## config.mk

```make
export PLATFORM = sky130hd
export DESIGN_NAME = wor_timer
export DESIGN_NICKNAME = d
export VERILOG_FILES = /design/src/verilog/wor_pkg.sv /design/src/verilog/wor_rc_divider.sv /design/src/verilog/wor_timer.sv
export SDC_FILE = /design/constraint.sdc
export NUM_CORES = 1
export LEC_CHECK = 0
export BUFFER_PORTS_ARGS = -buffer_cell sky130_fd_sc_hd__buf_2
export CORE_MARGIN = 2
export CORE_UTILIZATION = 60
export CTS_CLUSTER_SIZE = 16
export DETAILED_ROUTE_END_ITERATION = 8
export HOLD_SLACK_MARGIN = 0.03
export PLACE_DENSITY = 0.87
export SETUP_SLACK_MARGIN = 0.1
export SYNTH_ARGS = -nofsm -noshare
export SYNTH_HDL_FRONTEND = slang
export SYNTH_SLANG_ARGS = --single-unit
```

## constraint.sdc

```tcl
create_clock -name ref_clk -period 5 [get_ports ref_clk]
set_input_delay 0.75 -clock ref_clk [delete_from_list [all_inputs] [get_ports ref_clk]]
set_output_delay 0.75 -clock ref_clk [all_outputs]
set_load 0.005 [all_outputs]
```

## src/verilog/wor_pkg.sv

```systemverilog
`default_nettype none
package wor_pkg;
  localparam logic [5:0] WOR_ADDR_TIMEOUT_HI = 6'h1e;
  localparam logic [5:0] WOR_ADDR_TIMEOUT_LO = 6'h1f;
  localparam logic [5:0] WOR_ADDR_CONTROL    = 6'h20;

  localparam logic [7:0] WOR_RST_TIMEOUT_HI = 8'h87;
  localparam logic [7:0] WOR_RST_TIMEOUT_LO = 8'h6b;

  // control register field positions
  localparam int WOR_POS_POWER_DOWN = 7;
  localparam int WOR_POS_DELAY_CODE = 4;
  localparam int WOR_POS_CAL_ENABLE = 3;
  localparam int WOR_POS_RESOLUTION = 0;

  localparam logic       WOR_RST_POWER_DOWN = 1'b1;
  localparam logic [2:0] WOR_RST_DELAY_CODE = 3'h7;
  localparam logic       WOR_RST_CAL_ENABLE = 1'b1;
  localparam logic [1:0] WOR_RST_RESOLUTION = 2'h0;

  // rc clock is the crystal divided by this
  localparam int         WOR_RC_DIVIDE  = 750;
  localparam logic [9:0] WOR_RC_DIV_MAX = 10'(WOR_RC_DIVIDE - 1);

  // rc periods spent calibrating after power-up
  localparam logic [3:0] WOR_CAL_PERIODS = 4'h8;

  typedef struct packed {
    logic       power_down;
    logic [2:0] delay_code;
    logic       cal_enable;
    logic [1:0] resolution;
  } wor_ctrl_t;

  typedef struct packed {
    logic       first_event;
    logic       second_event;
    logic       calibrating;
    logic       rc_running;
  } wor_status_t;
endpackage
`default_nettype wire

```

## src/verilog/wor_rc_divider.sv

```systemverilog
`timescale 1ns/10ps
`default_nettype none
module wor_rc_divider (
  input  wire logic ref_clk,
  input  wire logic resetn,
  input  wire logic run,
  output logic      rc_tick
);
  logic [9:0] div_reg;
  logic [9:0] div_next;
  logic       tick_reg;
  logic       tick_next;

  always_comb begin
    div_next  = div_reg;
    tick_next = 1'b0;
    if (!run) begin
      div_next = 10'h000;
    end else if (div_reg == wor_pkg::WOR_RC_DIV_MAX) begin
      div_next  = 10'h000;
      tick_next = 1'b1;
    end else begin
      div_next = div_reg + 10'h001;
    end
  end

  always_ff @(posedge ref_clk or negedge resetn) begin
    if (!resetn) begin
      div_reg  <= 10'h000;
      tick_reg <= 1'b0;
    end else begin
      div_reg  <= div_next;
      tick_reg <= tick_next;
    end
  end

  assign rc_tick = tick_reg;

  a_tick_period: assert property (
    @(posedge ref_clk) disable iff (!resetn)
    tick_reg |=> !tick_reg)
    else $error("rc tick lasted more than one cycle");
endmodule
`default_nettype wire

```

## src/verilog/wor_timer.sv

```systemverilog
`timescale 1ns/10ps
`default_nettype none
module wor_timer (
  input  wire logic                ref_clk,
  input  wire logic                resetn,
  input  wire logic                reg_wr,
  input  wire logic [5:0]          reg_addr,
  input  wire logic [7:0]          reg_wdata,
  output logic      [7:0]          reg_rdata,
  output logic                     reg_hit,
  output wor_pkg::wor_ctrl_t       ctrl,
  output wor_pkg::wor_status_t     status
);
  typedef enum logic [1:0] {WOR_OFF, WOR_CAL, WOR_WAIT0, WOR_WAIT1}
    wor_state_t;

  function automatic logic [5:0] wor_delay(input logic [2:0] code);
    case (code)
      3'h0: wor_delay = 6'h04;
      3'h1: wor_delay = 6'h06;
      3'h2: wor_delay = 6'h08;
      3'h3: wor_delay = 6'h0c;
      3'h4: wor_delay = 6'h10;
      3'h5: wor_delay = 6'h18;
      3'h6: wor_delay = 6'h20;
      default: wor_delay = 6'h30;
    endcase
  endfunction

  function automatic logic [30:0] wor_scale(input logic [15:0] t,
                                            input logic [1:0]  res);
    wor_scale = {15'h0000, t} << (5 * res);
  endfunction

  logic [7:0]          hi_reg;
  logic [7:0]          hi_next;
  logic [7:0]          lo_reg;
  logic [7:0]          lo_next;
  wor_pkg::wor_ctrl_t  ctrl_reg;
  wor_pkg::wor_ctrl_t  ctrl_next;
  wor_state_t          st_reg;
  wor_state_t          st_next;
  logic [30:0]         cnt_reg;
  logic [30:0]         cnt_next;
  logic                ev0_reg;
  logic                ev0_next;
  logic                ev1_reg;
  logic                ev1_next;
  logic [7:0]          rd_reg;
  logic [7:0]          rd_next;
  logic                rc_tick;
  logic [30:0]         target;

  wor_rc_divider u_div (
    .ref_clk (ref_clk),
    .resetn  (resetn),
    .run     (!ctrl_reg.power_down),
    .rc_tick (rc_tick)
  );

  assign target = wor_scale({hi_reg, lo_reg}, ctrl_reg.resolution);

  always_comb begin
    hi_next   = hi_reg;
    lo_next   = lo_reg;
    ctrl_next = ctrl_reg;
    if (reg_wr) begin
      case (reg_addr)
        wor_pkg::WOR_ADDR_TIMEOUT_HI: hi_next = reg_wdata;
        wor_pkg::WOR_ADDR_TIMEOUT_LO: lo_next = reg_wdata;
        wor_pkg::WOR_ADDR_CONTROL: begin
          ctrl_next.power_down = reg_wdata[wor_pkg::WOR_POS_POWER_DOWN];
          ctrl_next.delay_code =
            reg_wdata[wor_pkg::WOR_POS_DELAY_CODE +: 3];
          ctrl_next.cal_enable = reg_wdata[wor_pkg::WOR_POS_CAL_ENABLE];
          ctrl_next.resolution =
            reg_wdata[wor_pkg::WOR_POS_RESOLUTION +: 2];
        end
        default: ;
      endcase
    end
  end

  always_comb begin
    rd_next = 8'h00;
    case (reg_addr)
      wor_pkg::WOR_ADDR_TIMEOUT_HI: rd_next = hi_reg;
      wor_pkg::WOR_ADDR_TIMEOUT_LO: rd_next = lo_reg;
      // bit 2 always reads zero
      wor_pkg::WOR_ADDR_CONTROL: rd_next = {ctrl_reg.power_down,
        ctrl_reg.delay_code, ctrl_reg.cal_enable, 1'b0,
        ctrl_reg.resolution};
      default: rd_next = 8'h00;
    endcase
  end

  always_comb begin
    st_next  = st_reg;
    cnt_next = cnt_reg;
    ev0_next = 1'b0;
    ev1_next = 1'b0;
    case (st_reg)
      WOR_OFF: begin
        cnt_next = 31'h0;
        if (!ctrl_reg.power_down) begin
          // skip calibration when disabled, oscillator uses last trim
          st_next = ctrl_reg.cal_enable ? WOR_CAL : WOR_WAIT0;
        end
      end
      WOR_CAL: begin
        if (rc_tick) begin
          cnt_next = cnt_reg + 31'h1;
          if (cnt_reg[3:0] == wor_pkg::WOR_CAL_PERIODS - 4'h1) begin
            cnt_next = 31'h0;
            st_next  = WOR_WAIT0;
          end
        end
      end
      WOR_WAIT0: begin
        if (rc_tick) begin
          cnt_next = cnt_reg + 31'h1;
          // zero timeout fires on the first period in WAIT0 rather than never
          if (cnt_reg + 31'h1 >= target) begin
            ev0_next = 1'b1;
            cnt_next = 31'h0;
            st_next  = WOR_WAIT1;
          end
        end
      end
      WOR_WAIT1: begin
        if (rc_tick) begin
          cnt_next = cnt_reg + 31'h1;
          // the second event's periods also count toward the next timeout
          if (cnt_reg[5:0] + 6'h01 == wor_delay(ctrl_reg.delay_code)) begin
            ev1_next = 1'b1;
            st_next  = WOR_WAIT0;
          end
        end
      end
      default: st_next = WOR_OFF;
    endcase
    if (ctrl_reg.power_down) begin
      // a tick still in flight must not leak an event after power-down
      st_next  = WOR_OFF;
      cnt_next = 31'h0;
      ev0_next = 1'b0;
      ev1_next = 1'b0;
    end
  end

  always_ff @(posedge ref_clk or negedge resetn) begin
    if (!resetn) begin
      hi_reg     <= wor_pkg::WOR_RST_TIMEOUT_HI;
      lo_reg     <= wor_pkg::WOR_RST_TIMEOUT_LO;
      ctrl_reg.power_down <= wor_pkg::WOR_RST_POWER_DOWN;
      ctrl_reg.delay_code <= wor_pkg::WOR_RST_DELAY_CODE;
      ctrl_reg.cal_enable <= wor_pkg::WOR_RST_CAL_ENABLE;
      ctrl_reg.resolution <= wor_pkg::WOR_RST_RESOLUTION;
      st_reg     <= WOR_OFF;
      cnt_reg    <= 31'h0;
      ev0_reg    <= 1'b0;
      ev1_reg    <= 1'b0;
      rd_reg     <= 8'h00;
    end else begin
      hi_reg     <= hi_next;
      lo_reg     <= lo_next;
      ctrl_reg   <= ctrl_next;
      st_reg     <= st_next;
      cnt_reg    <= cnt_next;
      ev0_reg    <= ev0_next;
      ev1_reg    <= ev1_next;
      rd_reg     <= rd_next;
    end
  end

  assign reg_rdata = rd_reg;
  assign reg_hit   = (reg_addr == wor_pkg::WOR_ADDR_TIMEOUT_HI) ||
                     (reg_addr == wor_pkg::WOR_ADDR_TIMEOUT_LO) ||
                     (reg_addr == wor_pkg::WOR_ADDR_CONTROL);
  assign ctrl      = ctrl_reg;
  assign status.first_event  = ev0_reg;
  assign status.second_event = ev1_reg;
  assign status.calibrating  = (st_reg == WOR_CAL);
  assign status.rc_running   = !ctrl_reg.power_down;

  a_pd_stops_events: assert property (
    @(posedge ref_clk) disable iff (!resetn)
    ctrl_reg.power_down[*2] |-> !ev0_reg && !ev1_reg)
    else $error("event while rc oscillator powered down");
  a_cal_on_wake: assert property (
    @(posedge ref_clk) disable iff (!resetn)
    $fell(ctrl_reg.power_down) && ctrl_reg.cal_enable |=> st_reg == WOR_CAL)
    else $error("no calibration after power-up");
  a_no_cal_off: assert property (
    @(posedge ref_clk) disable iff (!resetn)
    $fell(ctrl_reg.power_down) && !ctrl_reg.cal_enable
      |=> st_reg == WOR_WAIT0)
    else $error("calibration ran while disabled");
  a_bit2_zero: assert property (
    @(posedge ref_clk) disable iff (!resetn)
    $past(reg_addr) == wor_pkg::WOR_ADDR_CONTROL |-> !reg_rdata[2])
    else $error("control bit 2 read nonzero");
  a_ev1_follows: assert property (
    @(posedge ref_clk) disable iff (!resetn)
    ev1_reg |-> $past(st_reg) == WOR_WAIT1)
    else $error("second event without first");
  a_ev0_count: assert property (
    @(posedge ref_clk) disable iff (!resetn)
    ev0_reg |-> $past(cnt_reg) + 31'h1 >= $past(target))
    else $error("first event before timeout");
  a_ev0_restart: assert property (
    @(posedge ref_clk) disable iff (!resetn)
    ev0_reg |-> st_reg == WOR_WAIT1 || ctrl_reg.power_down)
    else $error("timer did not move to second event");
  a_wr_hi: assert property (
    @(posedge ref_clk) disable iff (!resetn)
    reg_wr && reg_addr == wor_pkg::WOR_ADDR_TIMEOUT_HI
      |=> hi_reg == $past(reg_wdata))
    else $error("high byte write lost");
endmodule
`default_nettype wire
```

== Word level (Yosys, flattened, before mapping) ==
Cells that the tools add are included.

* Add/subtract/negate cells: 3
* Multipliers: 1
* Magnitude comparators: 1
* Equality and inequality tests: 21
* Shift-type cells: 1
* Multiplexer cells: 32
* Reduce and logical (&&, ||, !) cells: 10

{| class="wikitable"
|+ Operators with widths
! kind !! number
|-
| 31-bit two-way mux || 6
|-
| 31-bit one-hot mux with 4 select lines || 1
|-
| 6-bit one-hot mux with 7 select lines || 1
|-
| 31-bit by 1-bit adder with 31-bit output (second input constant) || 1
|-
| 31-bit greater-or-equal comparator || 1
|-
| 16-bit by 5-bit << shifter with 31-bit output || 1
|-
| 8-bit one-hot mux with 3 select lines || 1
|-
| 10-bit two-way mux || 2
|-
| 2-bit two-way mux || 8
|-
| 6-bit by 5-bit == test with 1-bit output (second input constant) || 2
|-
| 6-bit two-way mux || 2
|-
| 10-bit by 1-bit adder with 10-bit output (second input constant) || 1
|-
| 10-bit == test (second input constant) || 1
|-
| 1-bit two-way mux || 10
|-
| 3-bit == test (second input constant) || 3
|-
| 2-bit one-hot mux with 4 select lines || 1
|-
| 6-bit by 1-bit adder with 6-bit output (second input constant) || 1
|-
| 3-bit by 2-bit == test with 1-bit output (second input constant) || 2
|-
| 6-bit == test || 1
|-
| 6-bit == test (second input constant) || 1
|-
| 3-bit by 1-bit inequality test with 1-bit output (second input constant) || 2
|-
| 3-bit by 2-bit inequality test with 1-bit output (second input constant) || 2
|-
| 3-bit inequality test (second input constant) || 2
|-
| 2-bit AND reduction || 3
|-
| 11 further kinds || 13
|}

* Bits in registers: 77
* Output and inout bits: 20
* Logic and storage cells: 82

== Logic depth before layout (Yosys ltp) ==
* Depth after elaboration: 9
* Depth in mapped cells: 15

== Cells and area by module ==
Synthesis repeated with hierarchy kept, for this count alone.

* Cell total of the unflattened synthesis: 534
* Area total of the unflattened synthesis: 5114.9 um2

{| class="wikitable"
|+ Modules (own cells, without submodules)
! module !! times used !! cells each !! area an instance (um2) !! seq. area each (um2)
|-
| wor_timer || 1 || 481 || 4578.1 || 1669.1
|-
| wor_rc_divider || 1 || 53 || 536.8 || 275.3
|}

== Least setup slack after synthesis ==
Ideal clock, no wire load.

* Path type: register to register
* Start point: register cnt_reg[0]
* End point: register cnt_reg[11]
* Library setup time: 0.121 ns
* Arrival: 3.592 ns
* Data required time: 4.879 ns
* Setup slack: 1.287 ns
* Cell stages (with the launch flop): 16
* Cell sequence: dfrtp_1 > ha_1 > nand3_1 > or3_4 > nor4_4 > nor2b_1 > or2_1 > ha_1 > nand4_2 > nor4_2 > inv_1 > nor3_2 > a211oi_2 > or2_4 > buf_6 > a22o_1

* Longest elaborated chain between the ends: 6

{| class="wikitable"
|+ RTL lines
! what !! RTL line !! text
|-
| start: declaration || wor_timer.sv:43 || <nowiki>logic [30:0] cnt_reg;</nowiki>
|-
| start signal: assignment || wor_timer.sv:169 || <nowiki>cnt_reg <= cnt_next;</nowiki>
|-
| 31-bit by 1-bit adder with 31-bit output || -- ||
|-
| 31-bit greater-or-equal comparator || wor_timer.sv:123 || <nowiki>if (cnt_reg + 31'h1 >= target) begin</nowiki>
|-
| 31-bit two-way mux || wor_timer.sv:123 ||
|-
| 31-bit two-way mux || wor_timer.sv:120 || <nowiki>if (rc_tick) begin</nowiki>
|-
| 31-bit one-hot mux with 4 select lines (*) || wor_timer.sv:102 || <nowiki>case (st_reg)</nowiki>
|-
| 31-bit two-way mux (*) || wor_timer.sv:142 || <nowiki>if (ctrl_reg.power_down) begin</nowiki>
|}

Every way passes the cells marked *; elsewhere a longest branch is shown, timed or not. The select of a mux whose other input is x is not followed.
A chain may end at the register's enable or synchronous reset.

== Final worst setup path ==
* Start point: register cnt_reg[0]
* End point: register cnt_reg[9]

The elaborated chain is that of the path after synthesis.

==> flow_summary.toml <==
[status]
run_status = "finished clean"

[routing]
dr.pass1.iters = 7
first_iter_violations = 251
vias_per_cell = 6.10
num_vias = 4051
avgRoutedWirePerCell_um = 17.1
drtAntennaViolNets = 0
drc_errors = 0
wl_mm = 11.4

[clocking]
cts.clk_slew.worst_paths_ns = 0.09
cts_tree = "done"
postCtsSetupBuffers = 0
clockBufferDepth = 2
cts.htree.levels = 3
ctsResizeCount = 0
cts_sinks = 77
ctsHoldBuffers = 0
cts_made_buffers = 9
clock-root-buffer = "clkbuf_8"
worstSkewPairLatency_ns = 0.36

[sta]
min_period_over_period = 0.866
setup_tns_ns = 0
worstMarginPinSlew_ns = 0.933
setup_viol = 0
grt_setup_unrepaired = "no"
layout_min_cycle_time_ns = 4.33
max-slew-margin-rel = 0.378
hold_viol_final = 0
max_freq_mhz = 231
skew_ns = 0.0145
final_max_slew_viol_count = 0

[logic_synthesis]
synth_fp_nets = 576
synth.largest_area_cell = "dfrtp_1"
ys_seq_elements = 77
synth_top_area_frac = 0.313
yosysMostFrequentCell = "nand2_1"
synthXorXnorAreaFrac = 0.0648
synth_common_cells = "68 x nand2_1, 63 x dfrtp_1, 45 x nor2_1, 34 x ha_1, 30 x a21oi_1"
synth_cell_type_count = 59
synth_fa_ha_area_frac = 0.0844
synth_compound_area_frac = 0.118
ys.flop_type = "dfrtp_1"
syn_avg_cell_area_sq_um = 9.60
synth-seq-area-share = 0.386
async_reset_ff_frac = 1.00
synth_area_leaders = "dfrtp_1 31%, ha_1 8.4%, dfstp_2 7.3%, mux2_2 5.6%, nand2_1 5.1%"
yosys_warnings = 0
muxShareOfSynthArea = 0.0916
synth_edf_count = 0
yosys.area_share.simple = 0.230
synth_top_family_by_area = "simple AND/OR/NAND/NOR gates"
synth_cells = 525
synth_area_sq_um = 5040

[layout]
multi_input_area_sq_um = 2970
final_cell_area_sq_um = 5480
antenna_cells = 0
area_delta_synth_final_pct = 8.61
drive_gt1_frac = 0.211
final-seq-area_sq_um = 1940
fillers = 630
final_nets = 605
largest_reg_flops = 31

[grt]
grt_pass1_vias = 3928
overflow = 0
grt_use_total = 0.267
antenna_found_initial = 0
grt_max_degree = 78
grt_first_pass_wirelength_mm = 18.7

[power]
p_leak_uw = 0.00269
power_density_nw_per_um2 = 287
ir_drop_mv = 0.293

[worst_setup_path]
crit_path_end_kind = "flop"
crit_chain = "ha_1 -> nand3_1 -> or3_4 -> nor4_4 -> nor2b_1 -> or2_1 -> ha_1 -> nand4_2 -> nor4_2 -> a221oi_1 -> nand2_1 -> a211oi_2 -> or2_4 -> a22o_1"
crit_family = "simple AND/OR/NAND/NOR gates"
path_buf_inv = 0
path_class = "flop to flop"
cp_common_cell = "ha_1"
critical_path_arrival_ns = 4.63
cp_max_fo = 20
slowest_stage = "a211oi_2"
slowest_delay_ns = 0.62
critPathRequiredTime_ns = 5.30
start_kind = "flop"

[die]
die_w_um = 95.7
die_h_um = 95.7
start_util = 0.617
core-area_sq_um = 8180
rows = 33
die_area_sq_um = 9150
io-pin-count = 37

[job]
cap_violations = 0

[place]
place.gp.congestion = 0.898
port_buffers = 36
dpl_cell_area_sq_um = 5270
place.detailed.hpwl_mm = 8.34

[worst_hold_path]
hold_class = "flop to flop"
## area by class of cell
| cell class | instances | share of cell area |
|---|---|---|
| Multi-Input combinational cell | 420 | 0.543 |
| Timing Repair Buffer | 37 | 0.0347 |
| Sequential cell | 77 | 0.355 |
| Inverter | 9 | 0.00617 |
| Clock inverter | 7 | 0.0146 |
| Clock buffer | 9 | 0.0226 |
| Tap cell | 105 | 0.0240 |
## layer usage
layer,vias to the layer above,part of all wire,global-route usage
met5,-,0,0
met4,0,0.024,0.118
met3,28,0.045,0.0403
met2,127,0.49,0.442
met1,1975,0.44,0.347
li1,1921,-,-
## cell families after synthesis
group                    after synthesis
buffers and inverters                 28
XOR/XNOR                              34
adder cells (fa/ha/maj)               34
flip-flops                            77
AO/OA/AOI/OAI                         93
multiplexers                          43
AND/OR/NAND/NOR                      216
## worst paths after layout
check	slack, ns	cells after the start	to	start
worst max-delay path	0.67	14	cnt_reg[9]$_DFFE_PN0P_	cnt_reg[0]$_DFFE_PN0P_
worst min-delay path	0.52	2	cnt_reg[30]$_DFFE_PN0P_	cnt_reg[30]$_DFFE_PN0P_
worst max register to register	0.67	14	cnt_reg[9]$_DFFE_PN0P_	cnt_reg[0]$_DFFE_PN0P_
worst min register to register	0.52	2	cnt_reg[30]$_DFFE_PN0P_	cnt_reg[30]$_DFFE_PN0P_
max in group asynchronous	3.88	1	reg_rdata[0]$_DFF_PN0_	resetn
min in group asynchronous	0.53	1	u_div.rc_tick$_DFF_PN0_	resetn
## power by group
group / internal, uW / switching (uW)
registers: 683 / 95.5
clock network: 236 / 252
logic: 136 / 170
total: 1060 / 517
## cell usage in the layout, fill, tap and decap left out, types with 7 or more instances in the layout
cell type,instances
xnor2_1,10
dfstp_2,14
nand2_1,68
mux2_2,25
a22o_1,20
nand3_1,20
o21ai_0,21
nand2b_1,7
or2_2,9
inv_1,9
and2_1,7
nor2_1,45
dfrtp_1,63
a21oi_1,30
xor2_1,22
mux2i_1,18
clkbuf_8,9
ha_1,34
and3_1,7
buf_2,35
nor2b_1,15
## metrics by stage
| stage | total power (uW) | hold slack [ns] | setup slack [ns] | util | std cells |
|---|---|---|---|---|---|
| after floorplan | 985 | 0.454 | 1.29 | - | 525 |
| after CTS | 1570 | 0.523 | 0.735 | 0.670 | 664 |
| after detailed placement | 1090 | 0.508 | 0.783 | 0.645 | 648 |
| after global routing | 1650 | 0.550 | 0.402 | 0.670 | 664 |
| final | 1570 | 0.515 | 0.672 | 0.670 | 664 |
| after global placement | 1070 | 0.497 | 0.940 | 0.645 | 648 |
## worst register-to-register path: stages (launching register included)
cell and delay (ns):
dfrtp_1 0.44, ha_1 0.23, nand3_1 0.30, or3_4 0.52, nor4_4 0.30, nor2b_1 0.09
or2_1 0.23, ha_1 0.33, nand4_2 0.14, nor4_2 0.07, a221oi_1 0.27, nand2_1 0.13
a211oi_2 0.62, or2_4 0.40, a22o_1 0.19
Power figures use the tool's default switching activity.
